### config.mk
export PLATFORM = sky130hd
export DESIGN_NAME = hfc_ctrl
export DESIGN_NICKNAME = d
export VERILOG_FILES = /design/src/hfc_pkg.sv /design/src/hfc_cyc_if.sv /design/src/hfc_ctrl.sv /design/src/hfc_cycle.sv
export VERILOG_INCLUDE_DIRS = /design/src
export SDC_FILE = /design/constraint.sdc
export NUM_CORES = 1
export LEC_CHECK = 0
export BUFFER_PORTS_ARGS = -buffer_cell sky130_fd_sc_hd__clkbuf_2
export CORE_UTILIZATION = 53
export DETAILED_ROUTE_END_ITERATION = 10
export PLACE_DENSITY = 0.71
export SLEW_MARGIN = 20
export SYNTH_ARGS = -nofsm -noshare
export SYNTH_HDL_FRONTEND = slang
export SYNTH_SLANG_ARGS = --single-unit
### constraint.sdc
create_clock -name ref_clk -period 4.4 [get_ports ref_clk]
set_clock_uncertainty 0.1 [all_clocks]
set_input_delay 0.22 -clock ref_clk [delete_from_list [all_inputs] [get_ports ref_clk]]
set_output_delay 0.22 -clock ref_clk [all_outputs]
set_load 0.03 [all_outputs]
### src/hfc_params.svh
// constants for the flash host command controller
`ifndef HFC_PARAMS_SVH
`define HFC_PARAMS_SVH

`define HFC_AW          22
`define HFC_DW          16
`define HFC_PAW         8
`define HFC_BANK_HI     21
`define HFC_BANK_LO     20
`define HFC_NBANK       4
`define HFC_SEQ_MAX     4

`define HFC_OFS_CTRL    8'h00
`define HFC_OFS_ADDR    8'h04
`define HFC_OFS_DATA    8'h08
`define HFC_OFS_CODE    8'h0C
`define HFC_OFS_CODE2   8'h10
`define HFC_OFS_UNLK1   8'h14
`define HFC_OFS_UNLK2   8'h18
`define HFC_OFS_STAT    8'h1C
`define HFC_OFS_RDATA   8'h20

`define HFC_CTRL_OP     3:0
`define HFC_CTRL_ACCEL  8
`define HFC_UNLK_ADDR   15:0
`define HFC_UNLK_DATA   23:16
`define HFC_CODE_AUTO   7:0
`define HFC_CODE_SECIN  15:8
`define HFC_CODE_SECXA  23:16
`define HFC_CODE_SECXB  31:24
`define HFC_CODE2_PSET  7:0
`define HFC_CODE2_BRA   15:8
`define HFC_CODE2_BRB   23:16
`define HFC_CODE2_PSUS  31:24

`define HFC_ST_BUSY     0
`define HFC_ST_ERR      1
`define HFC_ST_REFUSE   2
`define HFC_ST_PFAIL    3
`define HFC_ST_SEC      4
`define HFC_ST_ACCEL    5
`define HFC_ST_RYBY     6

`define HFC_DQ_TOGGLE   6
`define HFC_DQ_TIMEOUT  5

`define HFC_RESET_CMD   8'hF0
`define HFC_BYPIN_CMD   8'h20
`define HFC_BYPPG_CMD   8'hA0
`define HFC_ESUS_CMD    8'hB0

`define HFC_UNLK_RST    32'h0000_0000
`define HFC_CODE_RST    32'h0000_0000

`define HFC_CLK_NS      20
`define HFC_TWP_NS      40
`define HFC_TACC_NS     60
`define HFC_TWP_CYC  ((`HFC_TWP_NS + `HFC_CLK_NS - 1) / `HFC_CLK_NS)
`define HFC_TACC_CYC ((`HFC_TACC_NS + `HFC_CLK_NS - 1) / `HFC_CLK_NS)

`endif

### src/hfc_pkg.sv
// types for the flash host command controller
package hfc_pkg;
  typedef enum logic [3:0] {
    OP_RAW_WR, OP_READ, OP_RESET, OP_AUTOSEL, OP_BYP_ENTER, OP_SEC_ENTER,
    OP_SEC_EXIT, OP_PROGRAM, OP_BYP_PROG, OP_BYP_RESET, OP_ESUSP, OP_PSUSP
  } hfc_op_t;
  typedef enum logic [1:0] {M_READ, M_AUTO, M_BYP, M_BUSY} hfc_mode_t;
  typedef enum logic [1:0] {SU_NONE, SU_ERASE, SU_PROG} hfc_susp_t;
  typedef enum logic [2:0] {
    S_IDLE, S_CYC, S_POLL, S_ABORT
  } hfc_state_t;
  typedef enum logic [2:0] {
    C_IDLE, C_SET, C_WLOW, C_HOLD, C_READ, C_REL
  } hfc_cstate_t;
endpackage

### src/hfc_cyc_if.sv
// one flash bus cycle request between controller and cycle engine
`timescale 1ns/1ps
`include "hfc_params.svh"
interface hfc_cyc_if;
  logic                req;
  logic                wr;
  logic [`HFC_AW-1:0]  addr;
  logic [`HFC_DW-1:0]  wdata;
  logic                done;
  logic [`HFC_DW-1:0]  rdata;
  modport master (output req, wr, addr, wdata, input done, rdata);
  modport slave  (input req, wr, addr, wdata, output done, rdata);
endinterface

### src/hfc_ctrl.sv
// host controller that sequences commands into a multi-bank nor flash
// What this block does
// - bad sequence recovered by writing reset
// - host resets after timeout or autoselect
// - autoselect: two unlocks then bank command
// - autoselect only from read, none busy
// - word program is four write cycles
// - bypass: 20h entry, A0h two-cycle program
`timescale 1ns/1ps
`include "hfc_params.svh"
module hfc_ctrl (
  input  wire logic                ref_clk,
  input  wire logic                rstn,
  input  wire logic                psel,
  input  wire logic                penable,
  input  wire logic                pwrite,
  input  wire logic [`HFC_PAW-1:0] paddr,
  input  wire logic [31:0]         pwdata,
  output logic [31:0]              prdata,
  output logic                     pready,
  output logic                     pslverr,
  output logic [`HFC_AW-1:0]       fl_addr,
  input  wire logic [`HFC_DW-1:0]  fl_dq_i,
  output logic [`HFC_DW-1:0]       fl_dq_o,
  output logic                     fl_dq_oe_n,
  output logic                     fl_ce_n,
  output logic                     fl_we_n,
  output logic                     fl_oe_n,
  input  wire logic                ready_busy_n,
  output logic                     accel_high_voltage
);
  import hfc_pkg::*;
  localparam int NB = `HFC_NBANK;

  hfc_cyc_if cyc ();

  logic [31:0] ctrl_r, addr_r, data_r, code_r, code2_r, unlk1_r, unlk2_r;
  logic [`HFC_DW-1:0] rdata_r, prev_r;
  hfc_op_t     op_r;
  hfc_state_t  st_r;
  hfc_mode_t   mode_r [NB];
  hfc_susp_t   susp_r [NB];
  logic        sec_r, err_r, refuse_r, pfail_r, wait_r, to_r, ret_byp_r;
  logic [1:0]  idx_r, last_r, bank;
  logic [`HFC_AW-1:0] sa_r [`HFC_SEQ_MAX];
  logic [`HFC_DW-1:0] sd_r [`HFC_SEQ_MAX];
  logic [`HFC_AW-1:0] na [`HFC_SEQ_MAX];
  logic [`HFC_DW-1:0] nd [`HFC_SEQ_MAX];
  logic [1:0]  nlast;
  logic        wr_en, rd_en, hit, start, legal, any_busy, byp, accel;
  logic        cyc_done, last_rd, fin, abort_done;
  hfc_op_t     nop;
  logic [31:0] stat;
  logic [`HFC_AW-1:0] u1a, u2a;
  logic [`HFC_DW-1:0] u1d, u2d;

  // apb slave: zero wait states, error on unmapped words
  assign pready = 1'b1;
  assign wr_en  = psel && penable && pwrite;
  assign rd_en  = psel && penable && !pwrite;
  always_comb begin
    hit = 1'b1;
    case (paddr)
      `HFC_OFS_CTRL:  prdata = ctrl_r;
      `HFC_OFS_ADDR:  prdata = addr_r;
      `HFC_OFS_DATA:  prdata = data_r;
      `HFC_OFS_CODE:  prdata = code_r;
      `HFC_OFS_CODE2: prdata = code2_r;
      `HFC_OFS_UNLK1: prdata = unlk1_r;
      `HFC_OFS_UNLK2: prdata = unlk2_r;
      `HFC_OFS_STAT:  prdata = stat;
      `HFC_OFS_RDATA: prdata = {16'h0000, rdata_r};
      default: begin
        prdata = 32'h0000_0000;
        hit    = 1'b0;
      end
    endcase
  end
  assign pslverr = psel && penable && !hit;

  assign bank  = addr_r[`HFC_BANK_HI:`HFC_BANK_LO];
  assign nop   = hfc_op_t'(pwdata[`HFC_CTRL_OP]);
  assign start = wr_en && paddr == `HFC_OFS_CTRL;
  // secured region masks the accel request off the pin
  assign accel = ctrl_r[`HFC_CTRL_ACCEL] && !sec_r;
  assign accel_high_voltage = accel;
  // accel forces the device into bypass for every bank
  assign byp = mode_r[bank] == M_BYP || accel;

  always_comb begin
    any_busy = 1'b0;
    for (int i = 0; i < NB; i++) begin
      if (mode_r[i] == M_BUSY) any_busy = 1'b1;
    end
  end

  // only orders that the device state allows are put on the pins
  always_comb begin
    case (nop)
      OP_RAW_WR, OP_READ: legal = 1'b1;
      OP_RESET:     legal = !byp;
      OP_AUTOSEL:   legal = mode_r[bank] == M_READ && !any_busy;
      OP_BYP_ENTER: legal = mode_r[bank] == M_READ && !sec_r;
      OP_SEC_ENTER: legal = mode_r[bank] == M_READ && !any_busy;
      OP_SEC_EXIT:  legal = sec_r;
      OP_PROGRAM:   legal = mode_r[bank] == M_READ && !accel;
      OP_BYP_PROG:  legal = byp && !sec_r;
      OP_BYP_RESET: legal = mode_r[bank] == M_BYP;
      OP_ESUSP:     legal = mode_r[bank] == M_READ &&
                            susp_r[bank] == SU_NONE;
      OP_PSUSP:     legal = mode_r[bank] == M_READ &&
                            susp_r[bank] == SU_NONE;
      default:      legal = 1'b0;
    endcase
  end

  // unlock patterns and all command codes except F0h, 20h, A0h and B0h come from software registers
  assign u1a = `HFC_AW'(unlk1_r[`HFC_UNLK_ADDR]);
  assign u2a = `HFC_AW'(unlk2_r[`HFC_UNLK_ADDR]);
  assign u1d = `HFC_DW'(unlk1_r[`HFC_UNLK_DATA]);
  assign u2d = `HFC_DW'(unlk2_r[`HFC_UNLK_DATA]);

  always_comb begin
    for (int i = 0; i < `HFC_SEQ_MAX; i++) begin
      na[i] = u1a;
      nd[i] = u1d;
    end
    na[1] = u2a;
    nd[1] = u2d;
    na[2] = addr_r[`HFC_AW-1:0];
    nd[2] = data_r[`HFC_DW-1:0];
    nlast = 2'd2;
    case (nop)
      OP_RAW_WR, OP_READ: begin
        na[0] = addr_r[`HFC_AW-1:0];
        nd[0] = data_r[`HFC_DW-1:0];
        nlast = 2'd0;
      end
      OP_RESET, OP_ESUSP, OP_PSUSP: begin
        na[0] = addr_r[`HFC_AW-1:0];
        nd[0] = (nop == OP_RESET) ? `HFC_DW'(`HFC_RESET_CMD) :
                (nop == OP_ESUSP) ? `HFC_DW'(`HFC_ESUS_CMD) :
                `HFC_DW'(code2_r[`HFC_CODE2_PSUS]);
        nlast = 2'd0;
      end
      OP_AUTOSEL: nd[2] = `HFC_DW'(code_r[`HFC_CODE_AUTO]);
      OP_BYP_ENTER: nd[2] = `HFC_DW'(`HFC_BYPIN_CMD);
      OP_SEC_ENTER: nd[2] = `HFC_DW'(code_r[`HFC_CODE_SECIN]);
      OP_SEC_EXIT: begin
        nd[2] = `HFC_DW'(code_r[`HFC_CODE_SECXA]);
        nd[3] = `HFC_DW'(code_r[`HFC_CODE_SECXB]);
        na[3] = addr_r[`HFC_AW-1:0];
        nlast = 2'd3;
      end
      OP_PROGRAM: begin
        nd[2] = `HFC_DW'(code2_r[`HFC_CODE2_PSET]);
        na[3] = addr_r[`HFC_AW-1:0];
        nd[3] = data_r[`HFC_DW-1:0];
        nlast = 2'd3;
      end
      OP_BYP_PROG, OP_BYP_RESET: begin
        na[0] = addr_r[`HFC_AW-1:0];
        nd[0] = (nop == OP_BYP_PROG) ? `HFC_DW'(`HFC_BYPPG_CMD) :
                `HFC_DW'(code2_r[`HFC_CODE2_BRA]);
        na[1] = addr_r[`HFC_AW-1:0];
        nd[1] = (nop == OP_BYP_PROG) ? data_r[`HFC_DW-1:0] :
                `HFC_DW'(code2_r[`HFC_CODE2_BRB]);
        nlast = 2'd1;
      end
      default: nlast = 2'd0;
    endcase
  end

  // cycle engine handshake
  assign cyc.req   = st_r != S_IDLE && !wait_r;
  assign cyc.wr    = (st_r == S_CYC && op_r != OP_READ) || st_r == S_ABORT;
  assign cyc.addr  = (st_r == S_CYC) ? sa_r[idx_r] : addr_r[`HFC_AW-1:0];
  assign cyc.wdata = (st_r == S_ABORT) ? `HFC_DW'(`HFC_RESET_CMD) :
                     sd_r[idx_r];
  assign cyc_done  = cyc.done;
  assign last_rd   = cyc.rdata[`HFC_DQ_TOGGLE];
  // completion of a poll: toggle bit stood still between two reads
  assign fin = st_r == S_POLL && cyc_done && idx_r != 2'd0 &&
               last_rd == prev_r[`HFC_DQ_TOGGLE];
  assign abort_done = st_r == S_ABORT && cyc_done;

  hfc_cycle u_cycle (
    .ref_clk    (ref_clk),
    .rstn       (rstn),
    .cyc        (cyc),
    .fl_addr    (fl_addr),
    .fl_dq_i    (fl_dq_i),
    .fl_dq_o    (fl_dq_o),
    .fl_dq_oe_n (fl_dq_oe_n),
    .fl_ce_n    (fl_ce_n),
    .fl_we_n    (fl_we_n),
    .fl_oe_n    (fl_oe_n)
  );

  always_ff @(posedge ref_clk or negedge rstn) begin
    if (!rstn) begin
      ctrl_r  <= 32'h0000_0000;
      addr_r  <= 32'h0000_0000;
      data_r  <= 32'h0000_0000;
      code_r  <= `HFC_CODE_RST;
      code2_r <= `HFC_CODE_RST;
      unlk1_r <= `HFC_UNLK_RST;
      unlk2_r <= `HFC_UNLK_RST;
    end else if (wr_en) begin
      case (paddr)
        `HFC_OFS_CTRL:  if (st_r == S_IDLE) ctrl_r <= pwdata;
        `HFC_OFS_ADDR:  addr_r  <= pwdata;
        `HFC_OFS_DATA:  data_r  <= pwdata;
        `HFC_OFS_CODE:  code_r  <= pwdata;
        `HFC_OFS_CODE2: code2_r <= pwdata;
        `HFC_OFS_UNLK1: unlk1_r <= pwdata;
        `HFC_OFS_UNLK2: unlk2_r <= pwdata;
        default: ;
      endcase
    end
  end

  // sequencer
  always_ff @(posedge ref_clk or negedge rstn) begin
    if (!rstn) begin
      st_r   <= S_IDLE;
      op_r   <= OP_RAW_WR;
      idx_r  <= 2'd0;
      last_r <= 2'd0;
      wait_r <= 1'b0;
      to_r   <= 1'b0;
      prev_r <= '0;
      for (int i = 0; i < `HFC_SEQ_MAX; i++) begin
        sa_r[i] <= '0;
        sd_r[i] <= '0;
      end
    end else begin
      if (cyc.req) wait_r <= 1'b1;
      if (cyc_done) wait_r <= 1'b0;
      case (st_r)
        S_IDLE: begin
          if (start && legal) begin
            op_r   <= nop;
            idx_r  <= 2'd0;
            last_r <= nlast;
            to_r   <= 1'b0;
            sa_r   <= na;
            sd_r   <= nd;
            st_r   <= S_CYC;
          end
        end
        S_CYC: begin
          if (cyc_done) begin
            if (idx_r != last_r) begin
              idx_r <= idx_r + 2'd1;
            end else if (op_r == OP_PROGRAM || op_r == OP_BYP_PROG) begin
              idx_r <= 2'd0;
              st_r  <= S_POLL;
            end else begin
              st_r <= S_IDLE;
            end
          end
        end
        S_POLL: begin
          if (cyc_done) begin
            prev_r <= cyc.rdata;
            idx_r  <= 2'd1;
            if (fin) begin
              st_r <= S_IDLE;
            end else if (idx_r != 2'd0 && to_r) begin
              st_r <= S_ABORT;
            end else if (idx_r != 2'd0) begin
              to_r <= cyc.rdata[`HFC_DQ_TIMEOUT];
            end
          end
        end
        S_ABORT: if (cyc_done) st_r <= S_IDLE;
        default: st_r <= S_IDLE;
      endcase
    end
  end

  // per-bank modes; reset is only sent when the addressed bank is not in bypass and accel is low
  always_ff @(posedge ref_clk or negedge rstn) begin
    if (!rstn) begin
      sec_r     <= 1'b0;
      ret_byp_r <= 1'b0;
      for (int i = 0; i < NB; i++) begin
        mode_r[i] <= M_READ;
        susp_r[i] <= SU_NONE;
      end
    end else if (st_r == S_IDLE && start && legal) begin
      case (nop)
        OP_RESET: begin
          for (int i = 0; i < NB; i++) begin
            if (mode_r[i] == M_AUTO) mode_r[i] <= M_READ;
          end
          mode_r[bank] <= M_READ;
        end
        OP_AUTOSEL:   mode_r[bank] <= M_AUTO;
        OP_BYP_ENTER: mode_r[bank] <= M_BYP;
        OP_BYP_RESET: mode_r[bank] <= M_READ;
        OP_SEC_ENTER: sec_r <= 1'b1;
        OP_SEC_EXIT:  sec_r <= 1'b0;
        OP_ESUSP:     susp_r[bank] <= SU_ERASE;
        OP_PSUSP:     susp_r[bank] <= SU_PROG;
        OP_PROGRAM, OP_BYP_PROG: begin
          ret_byp_r    <= mode_r[bank] == M_BYP;
          mode_r[bank] <= M_BUSY;
        end
        default: ;
      endcase
    end else if (fin) begin
      // suspend kind is kept; the bank returns to bypass if it programmed from bypass, else to read
      mode_r[bank] <= ret_byp_r ? M_BYP : M_READ;
    end else if (abort_done) begin
      mode_r[bank] <= M_READ;
    end
  end

  // status flags: hardware set wins over a same-cycle w1c clear
  always_ff @(posedge ref_clk or negedge rstn) begin
    if (!rstn) begin
      err_r    <= 1'b0;
      refuse_r <= 1'b0;
      pfail_r  <= 1'b0;
      rdata_r  <= '0;
    end else begin
      if (wr_en && paddr == `HFC_OFS_STAT) begin
        if (pwdata[`HFC_ST_ERR])    err_r    <= 1'b0;
        if (pwdata[`HFC_ST_REFUSE]) refuse_r <= 1'b0;
        if (pwdata[`HFC_ST_PFAIL])  pfail_r  <= 1'b0;
      end
      // busy or illegal orders are dropped, never sent to the flash
      if (start && (st_r != S_IDLE || !legal)) refuse_r <= 1'b1;
      if (abort_done) err_r <= 1'b1;
      // a 1 that stayed 0 means an attempt to program a cleared bit
      if (fin && cyc.rdata != sd_r[last_r]) pfail_r <= 1'b1;
      if (cyc_done && st_r != S_ABORT) rdata_r <= cyc.rdata;
    end
  end

  always_comb begin
    stat = 32'h0000_0000;
    stat[`HFC_ST_BUSY]   = st_r != S_IDLE;
    stat[`HFC_ST_ERR]    = err_r;
    stat[`HFC_ST_REFUSE] = refuse_r;
    stat[`HFC_ST_PFAIL]  = pfail_r;
    stat[`HFC_ST_SEC]    = sec_r;
    stat[`HFC_ST_ACCEL]  = accel;
    stat[`HFC_ST_RYBY]   = ready_busy_n;
    for (int i = 0; i < NB; i++) begin
      stat[8 + 2*i +: 2]  = mode_r[i];
      stat[16 + 2*i +: 2] = susp_r[i];
    end
  end
endmodule

### src/hfc_cycle.sv
// strobe timing engine for single flash read and write cycles
`timescale 1ns/1ps
`include "hfc_params.svh"
module hfc_cycle (
  input  wire logic             ref_clk,
  input  wire logic             rstn,
  hfc_cyc_if.slave              cyc,
  output logic [`HFC_AW-1:0]    fl_addr,
  input  wire logic [`HFC_DW-1:0] fl_dq_i,
  output logic [`HFC_DW-1:0]    fl_dq_o,
  output logic                  fl_dq_oe_n,
  output logic                  fl_ce_n,
  output logic                  fl_we_n,
  output logic                  fl_oe_n
);
  import hfc_pkg::*;
  localparam logic [3:0] WP_CYC  = 4'(`HFC_TWP_CYC);
  localparam logic [3:0] ACC_CYC = 4'(`HFC_TACC_CYC);

  hfc_cstate_t st_r;
  logic [3:0]  cnt_r;
  logic        wr_r;
  logic        done_r;
  logic [`HFC_DW-1:0] rdata_r;

  assign cyc.done  = done_r;
  assign cyc.rdata = rdata_r;

  always_ff @(posedge ref_clk or negedge rstn) begin
    if (!rstn) begin
      st_r       <= C_IDLE;
      cnt_r      <= 4'h0;
      wr_r       <= 1'b0;
      done_r     <= 1'b0;
      rdata_r    <= '0;
      fl_addr    <= '0;
      fl_dq_o    <= '0;
      fl_dq_oe_n <= 1'b1;
      fl_ce_n    <= 1'b1;
      fl_we_n    <= 1'b1;
      fl_oe_n    <= 1'b1;
    end else begin
      done_r <= 1'b0;
      case (st_r)
        C_IDLE: begin
          if (cyc.req) begin
            // chip select falls first so we_n falls later and takes address
            fl_addr    <= cyc.addr;
            fl_dq_o    <= cyc.wdata;
            fl_dq_oe_n <= !cyc.wr;
            fl_ce_n    <= 1'b0;
            wr_r       <= cyc.wr;
            st_r       <= C_SET;
          end
        end
        C_SET: begin
          cnt_r <= 4'h1;
          if (wr_r) begin
            fl_we_n <= 1'b0;
            st_r    <= C_WLOW;
          end else begin
            fl_oe_n <= 1'b0;
            st_r    <= C_READ;
          end
        end
        C_WLOW: begin
          if (cnt_r >= WP_CYC) begin
            // we_n rises ahead of ce_n, data still held: data taken here
            fl_we_n <= 1'b1;
            st_r    <= C_HOLD;
          end else begin
            cnt_r <= cnt_r + 4'h1;
          end
        end
        C_HOLD: begin
          fl_ce_n <= 1'b1;
          st_r    <= C_REL;
        end
        C_READ: begin
          if (cnt_r >= ACC_CYC) begin
            rdata_r <= fl_dq_i;
            fl_oe_n <= 1'b1;
            fl_ce_n <= 1'b1;
            st_r    <= C_REL;
          end else begin
            cnt_r <= cnt_r + 4'h1;
          end
        end
        C_REL: begin
          fl_dq_oe_n <= 1'b1;
          done_r     <= 1'b1;
          st_r       <= C_IDLE;
        end
        default: st_r <= C_IDLE;
      endcase
    end
  end
endmodule

==> flow_summary.ini, run 1 <==
[synth]
ys_seq_elements = 493
synthFlopType = dfrtp_1
synth-async-reset-ratio_pct = 100
synth_nets = 2162
yosysWarnings = 0
synth.distinct_cells = 71
avgSynthCellArea_um2 = 11.5
yosysTopAreaCell = dfrtp_1
synthTopCellsByArea = dfrtp_1 (51%), mux2_2 (13%), mux4_2 (6.6%)
syn-cell-area_mm2 = 0.0241
ys_seq_area_share_pct = 51.3
synth_top_area_share_pct = 50.9
synth_edf_count = 0
synthesis.instances = 2093

[drt]
ant_nets = 0
vias_per_cell = 6.31
drtIter0Drc = 1969
wl_per_cell_um = 25.4
drc = 0
routed_wl_um = 72600
via_count = 18100
firstDrtPassIters = 8

[pwr]
power.density_mw_per_mm2 = 376
irDropWorstVdd_mv = 0.284
leakage_uw = 0.0127
total_power_uw = 10400

[status]
status = complete, no violations

[floorplanning]
die-height_um = 215
core_mm2 = 0.0445
start_util_pct = 54.1
die_area_mm2 = 0.0463
fp.dieW_um = 215
rows = 77
io_pins = 139

[timing]
finalSetupTns_ns = 0
whs_ns = 0.0627
hold_viol_final = 0
setup_slack_ns = 0.982
relSlewSlack_pct = 37.6
maxSlewViolCount = 0
fin_crit_ns = 3.42
fmax_mhz = 293
worst_pin_slew_ns = 0.934
finalSetupViolCount = 0
rsz0062_at_grt = no
fin_crit_sh_pct = 77.7

[setup_path]
cp-start-kind = input port
reg2reg_from = addr_r[20]
setup.worst_path.end_class = output pin
crit_fanout = 16
critPathArrivalTime_ns = 3.10
required_ns = 4.08
slowest_delay_ns = 0.80
slowest_stage = and2_0
path_common_cell = clkbuf_2
r2r_slack_ns = 1.09
crit_type = in -> out
crit_family = simple AND/OR/NAND/NOR gates
crit_chain = clkbuf_2 -> or2_2 -> nor3_1 -> and2_0 -> a222oi_1 -> nand3_1 -> clkbuf_2
crit_buf_inv = 2
r2r-end = sd_r[24]
ff2ff_path_depth = 7

[clock_network]
post-cts-setup-buffer-count = 0
post_cts_resized = 0
clk_latency_ns = 0.61
clk_root_buffer_cell = clkbuf_16
htree_levels = 2
hold_buffers = 45
clk_pin_slew_ns = 0.06
cts_made_buffers = 52
cts_tree = done
clock_sinks = 493
cts.path.max_buffers = 3

[grt]
grt_antenna_before_repair = 3
track_usage_pct = 31.8
grt_pass1_vias = 18300
grt_pass1_wl_um = 112000
grt-ovfl-total = 0
grt_max_degree = 160

[place]
place.gp.congestion = 0.971
dp.cells = 2718
pre_cts_ws_ns = 1.10
hpwl_um = 49100
portBuffers = 137

[layout]
layout-drive-gt1-share_pct = 28.7
multi_input_area_mm2 = 0.0110
final_nets = 2294
finalNonFillerCells = 2861
nFillCells = 3545
area_growth_pct = 15.2
ff_latch_area_mm2 = 0.0123

[min_path]
min_path_cells = 4
worstHoldStart = pwdata[1]
holdPathEnd = err_r
min_path_type = in -> reg

[job]
drv_cap = 0
state kept, by name, summed over array words and instances, names as in the netlist, 2 cells and up, named ones only:
register,count
u_cycle.fl_addr,22
data_r,32
last_r,2
code2_r,32
u_cycle.fl_dq_o,16
u_cycle.st_r,3
code_r,32
idx_r,2
mode_r,8
sa_r,88
ctrl_r,32
unlk2_r,32
u_cycle.cyc.rdata,16
st_r,2
sd_r,64
unlk1_r,32
u_cycle.cnt_r,4
rdata_r,16
op_r,4
addr_r,32
through the flow:
stage / cell area, um2 / utilization, %
2_1_floorplan: 24100 / -
3_3_place_gp: 25400 / 57.0
3_5_place_dp: 25400 / 57.0
4_1_cts: 27700 / 62.3
5_1_grt: 27700 / 62.3
6_report: 27700 / 62.3
placed cells by master, fill, tap and decap left out, types with 7 or more instances in the layout:
| master | Yosys | layout |
|---|---|---|
| a211oi_1 | 17 | 17 |
| a21oi_1 | 42 | 40 |
| a221o_1 | 10 | 10 |
| a222oi_1 | 20 | 20 |
| a22o_1 | 32 | 32 |
| a22oi_1 | 41 | 41 |
| a31oi_1 | 15 | 15 |
| buf_4 | 2 | 56 |
| bufinv_16 | 0 | 10 |
| clkbuf_1 | 99 | 11 |
| clkbuf_16 | 0 | 53 |
| clkbuf_2 | 0 | 135 |
| clkbuf_8 | 0 | 12 |
| dfrtp_1 | 489 | 487 |
| dlygate4sd3_1 | 0 | 45 |
| ha_1 | 7 | 7 |
| inv_1 | 15 | 15 |
| mux2_2 | 272 | 272 |
| mux2i_1 | 98 | 98 |
| mux4_2 | 71 | 71 |
| nand2_1 | 326 | 326 |
| nand3_1 | 41 | 40 |
| nor2_1 | 70 | 70 |
| nor2b_1 | 12 | 12 |
| nor3_1 | 13 | 12 |
| o21a_1 | 8 | 8 |
| o21ai_0 | 194 | 194 |
| o21bai_1 | 10 | 10 |
| xnor2_1 | 21 | 21 |
how the worst max path moves through the flow:
stage | depth (start not counted) | to | startpoint
after floorplan | 11 | mode_r[0] | idx_r[0]
after global placement | 7 | prdata[12] | paddr[2]
after detailed placement | 8 | mode_r[1] | addr_r[20]
after CTS | 8 | mode_r[1] | addr_r[20]
after global routing | 7 | sa_r[71] | addr_r[20]
final | 7 | prdata[12] | paddr[2]
report_power, final:
| group | leakage (uW) | internal (uW) | switching [uW] |
|---|---|---|---|
| clock network | 0.000927 | 3000 | 1870 |
| registers | 0.00682 | 4640 | 152 |
| logic | 0.00496 | 299 | 483 |
| total | 0.0127 | 7930 | 2500 |
layout make-up:
cell class	instances	area share (%)
antenna	1	0.00903
tap	592	2.67
timing repair buffer	243	6.01
clock buffer	76	5.53
inverter	16	0.217
sequential	493	44.5
clock inverter	21	1.34
multi-input combinational	1419	39.7
routing by layer:
layer	GRT usage, %	up-vias	wire (um)
met5	0	-	24
met2	50.9	753	34400
met1	43.1	9249	29700
met3	5.42	180	5270
li1	-	7877	-
met4	13.7	4	3250
logic make-up after synthesis:
family                     count (synthesis)  share of synthesized area [%]
AOI/OAI and AO/OA                        435                           11.7
xor gates and xnor gates                  21                          0.764
adders and majority gates                  7                          0.364
buffers and inverters                    181                           3.12
DFF                                      493                           51.3
muxes                                    444                           23.6
other                                      1                         0.0156
and+or+nand+nor                          511                           9.13
Yosys cell counts (all sizes together), types with 6 or more instances:
cell,count
a211oi,18
a21oi,42
a221o,10
a222oi,20
a22o,32
a22oi,41
a31oi,15
and2,6
buf,66
clkbuf,99
dfrtp,489
ha,7
inv,15
mux2,275
mux2i,98
mux4,71
nand2,326
nand2b,6
nand3,42
nand4,6
nor2,71
nor2b,12
nor3,13
o21a,8
o21ai,194
o21bai,10
o22a,6
o22ai,6
or2,7
xnor2,21
worst reg2reg max path, delay by kind of cell (launching register included):
| kind | cells | cell delay [ns] |
|---|---|---|
| AND/OR/NAND/NOR | 2 | 0.48 |
| flip-flops | 1 | 0.69 |
| multiplexers | 1 | 0.60 |
| buffers and inverters | 1 | 0.35 |
| AO/OA/AOI/OAI | 3 | 0.95 |
No activity file was read; power rests on OpenSTA's default activity.
==> run 2: changes to the inputs <==
Settings changed: PLACE_DENSITY 0.71 to 0.74.
Clock period 4.4 ns to 2.9 ns, I/O delays scaled along.
==> flow_summary.ini, run 2 (same netlist as run 1, synthesis figures left out) <==
[status]
status = finished, violations left
violations = setup timing

[layout]
mostFrequentLayoutCells = dfrtp_1 (486), nand2_1 (326), mux2_2 (272)
ff_latch_area_mm2 = 0.0123
multi_input_area_mm2 = 0.0110
nFillCells = 3470
largest_register_ffs = 88
final_nets = 2333
top_register = sa_r
layout-drive-gt1-share_pct = 30.0
n_antenna_cell = 0
area_growth_pct = 16.3
mostFrequentLayoutCell = dfrtp_1
reg_top3 = sa_r (88), sd_r (64)

[grt]
grt_antenna_before_repair = 1
grt_pass1_wl_um = 113000
grt-ovfl-total = 0
grt_pass1_vias = 18500
busiest_layer = met2
grt_use_met1_pct = 43.5
use_met3_pct = 5.79
grt_max_degree = 84
track_usage_pct = 32.3
use_met2_pct = 51.0

[place]
portBuffers = 137
pre_cts_ws_ns = 0.126
hpwl_um = 50500
place.gp.congestion = 0.990

[setup_path]
crit_type = reg -> out
reg2reg_from = addr_r[20]
cp-start-kind = flop
r2r_slack_ns = 0.11
setup.worst_path.end_class = output pin
required_ns = 2.65
crit_fanout = 7
crit_start = addr_r[13]
critPathArrivalTime_ns = 2.66

[floorplanning]
io_pins = 139
fp.dieW_um = 215
die_area_mm2 = 0.0463
core_mm2 = 0.0445
start_util_pct = 54.1
die-height_um = 215
rows = 77

[drt]
via_count = 18400
vias_per_cell = 6.35
routed_wl_um = 73500
drtIter0Drc = 2168
wl_per_cell_um = 25.4
drc = 0
firstDrtPassIters = 7
ant_nets = 0

[pwr]
leakage_uw = 0.0129
power.density_mw_per_mm2 = 534
irDropWorstVdd_mv = 0.525

[timing]
hold_viol_final = 0
fmax_mhz = 345
fin_crit_ns = 2.90
worst_pin_slew_ns = 0.979
whs_ns = 0.0626
finalSetupViolCount = 1
setup_slack_ns = -0.00161
maxSlewViolCount = 0
relSlewSlack_pct = 34.5
fin_crit_sh_pct = 100
rsz0062_at_grt = yes

[clock_network]
cts_made_buffers = 51
clk_latency_ns = 0.60
clk_pin_slew_ns = 0.06
cts_tree = done
clock_sinks = 493
post-cts-setup-buffer-count = 0
htree_levels = 2
clk_root_buffer_cell = clkbuf_16
cts.path.max_buffers = 3

[job]
drv_cap = 0

[min_path]
min_path_type = in -> async
run 2: metrics by stage:
stage	setup TNS (ns)	area (um2)	cells	utilization [%]	total power [uW]
6_report	-0.00161	28000	2895	62.9	14900
2_1_floorplan	0	24100	2093	-	7960
4_1_cts	0	28000	2895	62.8	15000
3_5_place_dp	0	25800	2755	58.1	8540
5_1_grt	-0.0237	28000	2895	62.9	15400
3_3_place_gp	0	25800	2755	58.1	8500
run 2: cell type report:
type	count	area share [%]
clock buffer	73	5.36
sequential	493	44.1
inverter	16	0.215
multi-input combinational	1419	39.4
tap	592	2.65
clock inverter	19	0.510
timing repair buffer	283	7.79
run 2: layer usage:
layer / vias to the layer above / wire length, um / share of wire, %
met5: - / 0 / 0
met1: 9343 / 29400 / 40
met4: 0 / 3550 / 4.8
met2: 869 / 34700 / 47
met3: 209 / 5770 / 7.9
li1: 7965 / - / -
run 2: final timing paths:
| path | endpoint | cells past startpoint |
|---|---|---|
| hold / removal | u_cycle.fl_addr[0] | 2 |
| setup / recovery | prdata[13] | 5 |
| max in group asynchronous | u_cycle.fl_dq_o[11] | 3 |
| setup reg to reg | st_r[1] | 9 |
| hold reg to reg | sa_r[40] | 2 |
| min in group ref_clk | data_r[2] | 3 |
run 2: critical path, stage by stage, from the launching register on:
cell and delay [ns]:
dfrtp_2 0.48, mux2_2 0.29, a22o_1 0.18, a222oi_1 0.73, nand3_1 0.16, buf_4 0.21
run 2: where the power goes:
part	switching, uW	internal [uW]	total (uW)	leakage [uW]
sequential	223	7030	7260	0.00682
combinational	737	484	1220	0.00523
clock	2780	3680	6460	0.000814
run 2: what timing repair did:
action                                  4_1_cts  5_1_grt
hold buffers                                 48        0
endpoints found under the hold margin       329        0
endpoints found under the setup margin        0        4
resized for setup                             0        7
==> run 3: changes to the inputs <==
Settings changed: CTS_CLUSTER_SIZE set to 12, PLACE_DENSITY 0.74 to 0.71.
Clock period 2.9 ns to 3.1 ns, I/O delays scaled along.
==> flow_summary.ini, run 3 (same netlist as run 1, synthesis figures left out) <==
[drt]
ant_nets = 0
wl_per_cell_um = 25.3
vias_per_cell = 6.28
firstDrtPassIters = 6
drtIter0Drc = 1860
drc = 0
via_count = 18200
routed_wl_um = 73200

[clock_network]
cts_tree = done
clk_pin_slew_ns = 0.06
clock_sinks = 493
htree_levels = 2
clk_latency_ns = 0.60
cts.path.max_buffers = 3
post_cts_resized = 0
post-cts-setup-buffer-count = 0
hold_buffers = 47
clk_root_buffer_cell = clkbuf_16
cts_made_buffers = 52

[setup_path]
setup.worst_path.end_class = output pin
critPathArrivalTime_ns = 2.56
crit_start = addr_r[12]
crit_fanout = 7
cp-start-kind = flop
crit_type = reg -> out
r2r_slack_ns = 0.36
reg2reg_from = addr_r[20]
required_ns = 2.84

[layout]
reg_top3 = sa_r (88), sd_r (64)
utilization_pct = 62.6
mostFrequentLayoutCell = dfrtp_1
final_nets = 2332
largest_register_ffs = 88
nFillCells = 3482
area_growth_pct = 15.8
layout-drive-gt1-share_pct = 29.4
top_register = sa_r
n_antenna_cell = 0
mostFrequentLayoutCells = dfrtp_1 (487), nand2_1 (326), mux2_2 (272)

[timing]
fin_crit_sh_pct = 90.7
worst_pin_slew_ns = 0.886
fin_crit_ns = 2.81
relSlewSlack_pct = 40.7
whs_ns = 0.0590
setup_slack_ns = 0.287
hold_viol_final = 0
finalSetupTns_ns = 0
finalSetupViolCount = 0
fmax_mhz = 356
maxSlewViolCount = 0
rsz0062_at_grt = no

[floorplanning]
die-height_um = 215
rows = 77
io_pins = 139
start_util_pct = 54.1
die_area_mm2 = 0.0463
fp.dieW_um = 215
core_mm2 = 0.0445

[grt]
track_usage_pct = 32.4
grt_antenna_before_repair = 0
grt_pass1_wl_um = 114000
grt_pass1_vias = 18300
grt-ovfl-total = 0
grt_max_degree = 82

[place]
hpwl_um = 51000
place.gp.congestion = 0.992
pre_cts_ws_ns = 0.408
portBuffers = 137

[pwr]
irDropWorstVdd_mv = 0.484
total_power_uw = 13900
leakage_uw = 0.0128
power.density_mw_per_mm2 = 498

[min_path]
min_path_type = in -> async

[job]
drv_cap = 0

[status]
status = complete, no violations
## run 3: changes by cell type in the layout (fill, tap and decap cells not counted), sizes merged
cell         previous run  this run
inv                    18        15
clkinv                 13        11
dlygate4sd3            48        47
clkinvlp                3         0
clkbuf                207       218
buf                   101        99
bufinv                  1         0
## run 3: path summary, 6_finish.rpt
kind,endpoint,cells after the start
max,prdata[12],5
min,sa_r[78],2
max reg2reg,sa_r[85],8
min reg2reg,sa_r[34],2
max in group asynchronous,u_cycle.fl_dq_o[3],3
min in group ref_clk,code2_r[0],2
## run 3: layout make-up
cell class	instances	area, um2	share of cell area [%]
sequential	493	12300	44.3
clock inverter	10	50.0	0.180
inverter	16	60.1	0.216
timing repair buffer	281	2110	7.56
tap	592	741	2.66
multi-input combinational	1419	11000	39.5
clock buffer	83	1550	5.56
## run 3: stage by stage
stage | instance area, um2 | instances
3_5_place_dp | 25800 | 2754
3_3_place_gp | 25800 | 2754
5_1_grt | 27900 | 2894
2_1_floorplan | 24100 | 2093
4_1_cts | 27900 | 2894
6_report | 27900 | 2894
## run 3: critical path, stage by stage, from the launching register on
cell and delay (ns):
dfrtp_1 0.51, mux2_2 0.33, a22o_1 0.18, a222oi_1 0.46, nand3_1 0.25, clkbuf_2 0.25
## run 3: routing by layer
layer / vias up / share of wire [%] / track usage, %
met2: 808 / 47 / 50.7
met5: - / 0 / 0
met3: 161 / 6.9 / 4.84
met4: 0 / 5.0 / 16.4
li1: 7948 / - / -
met1: 9263 / 41 / 44.2
## run 3: power by group
group	switching, uW	internal [uW]
sequential	209	6580
clock	2550	3400
combinational	691	446
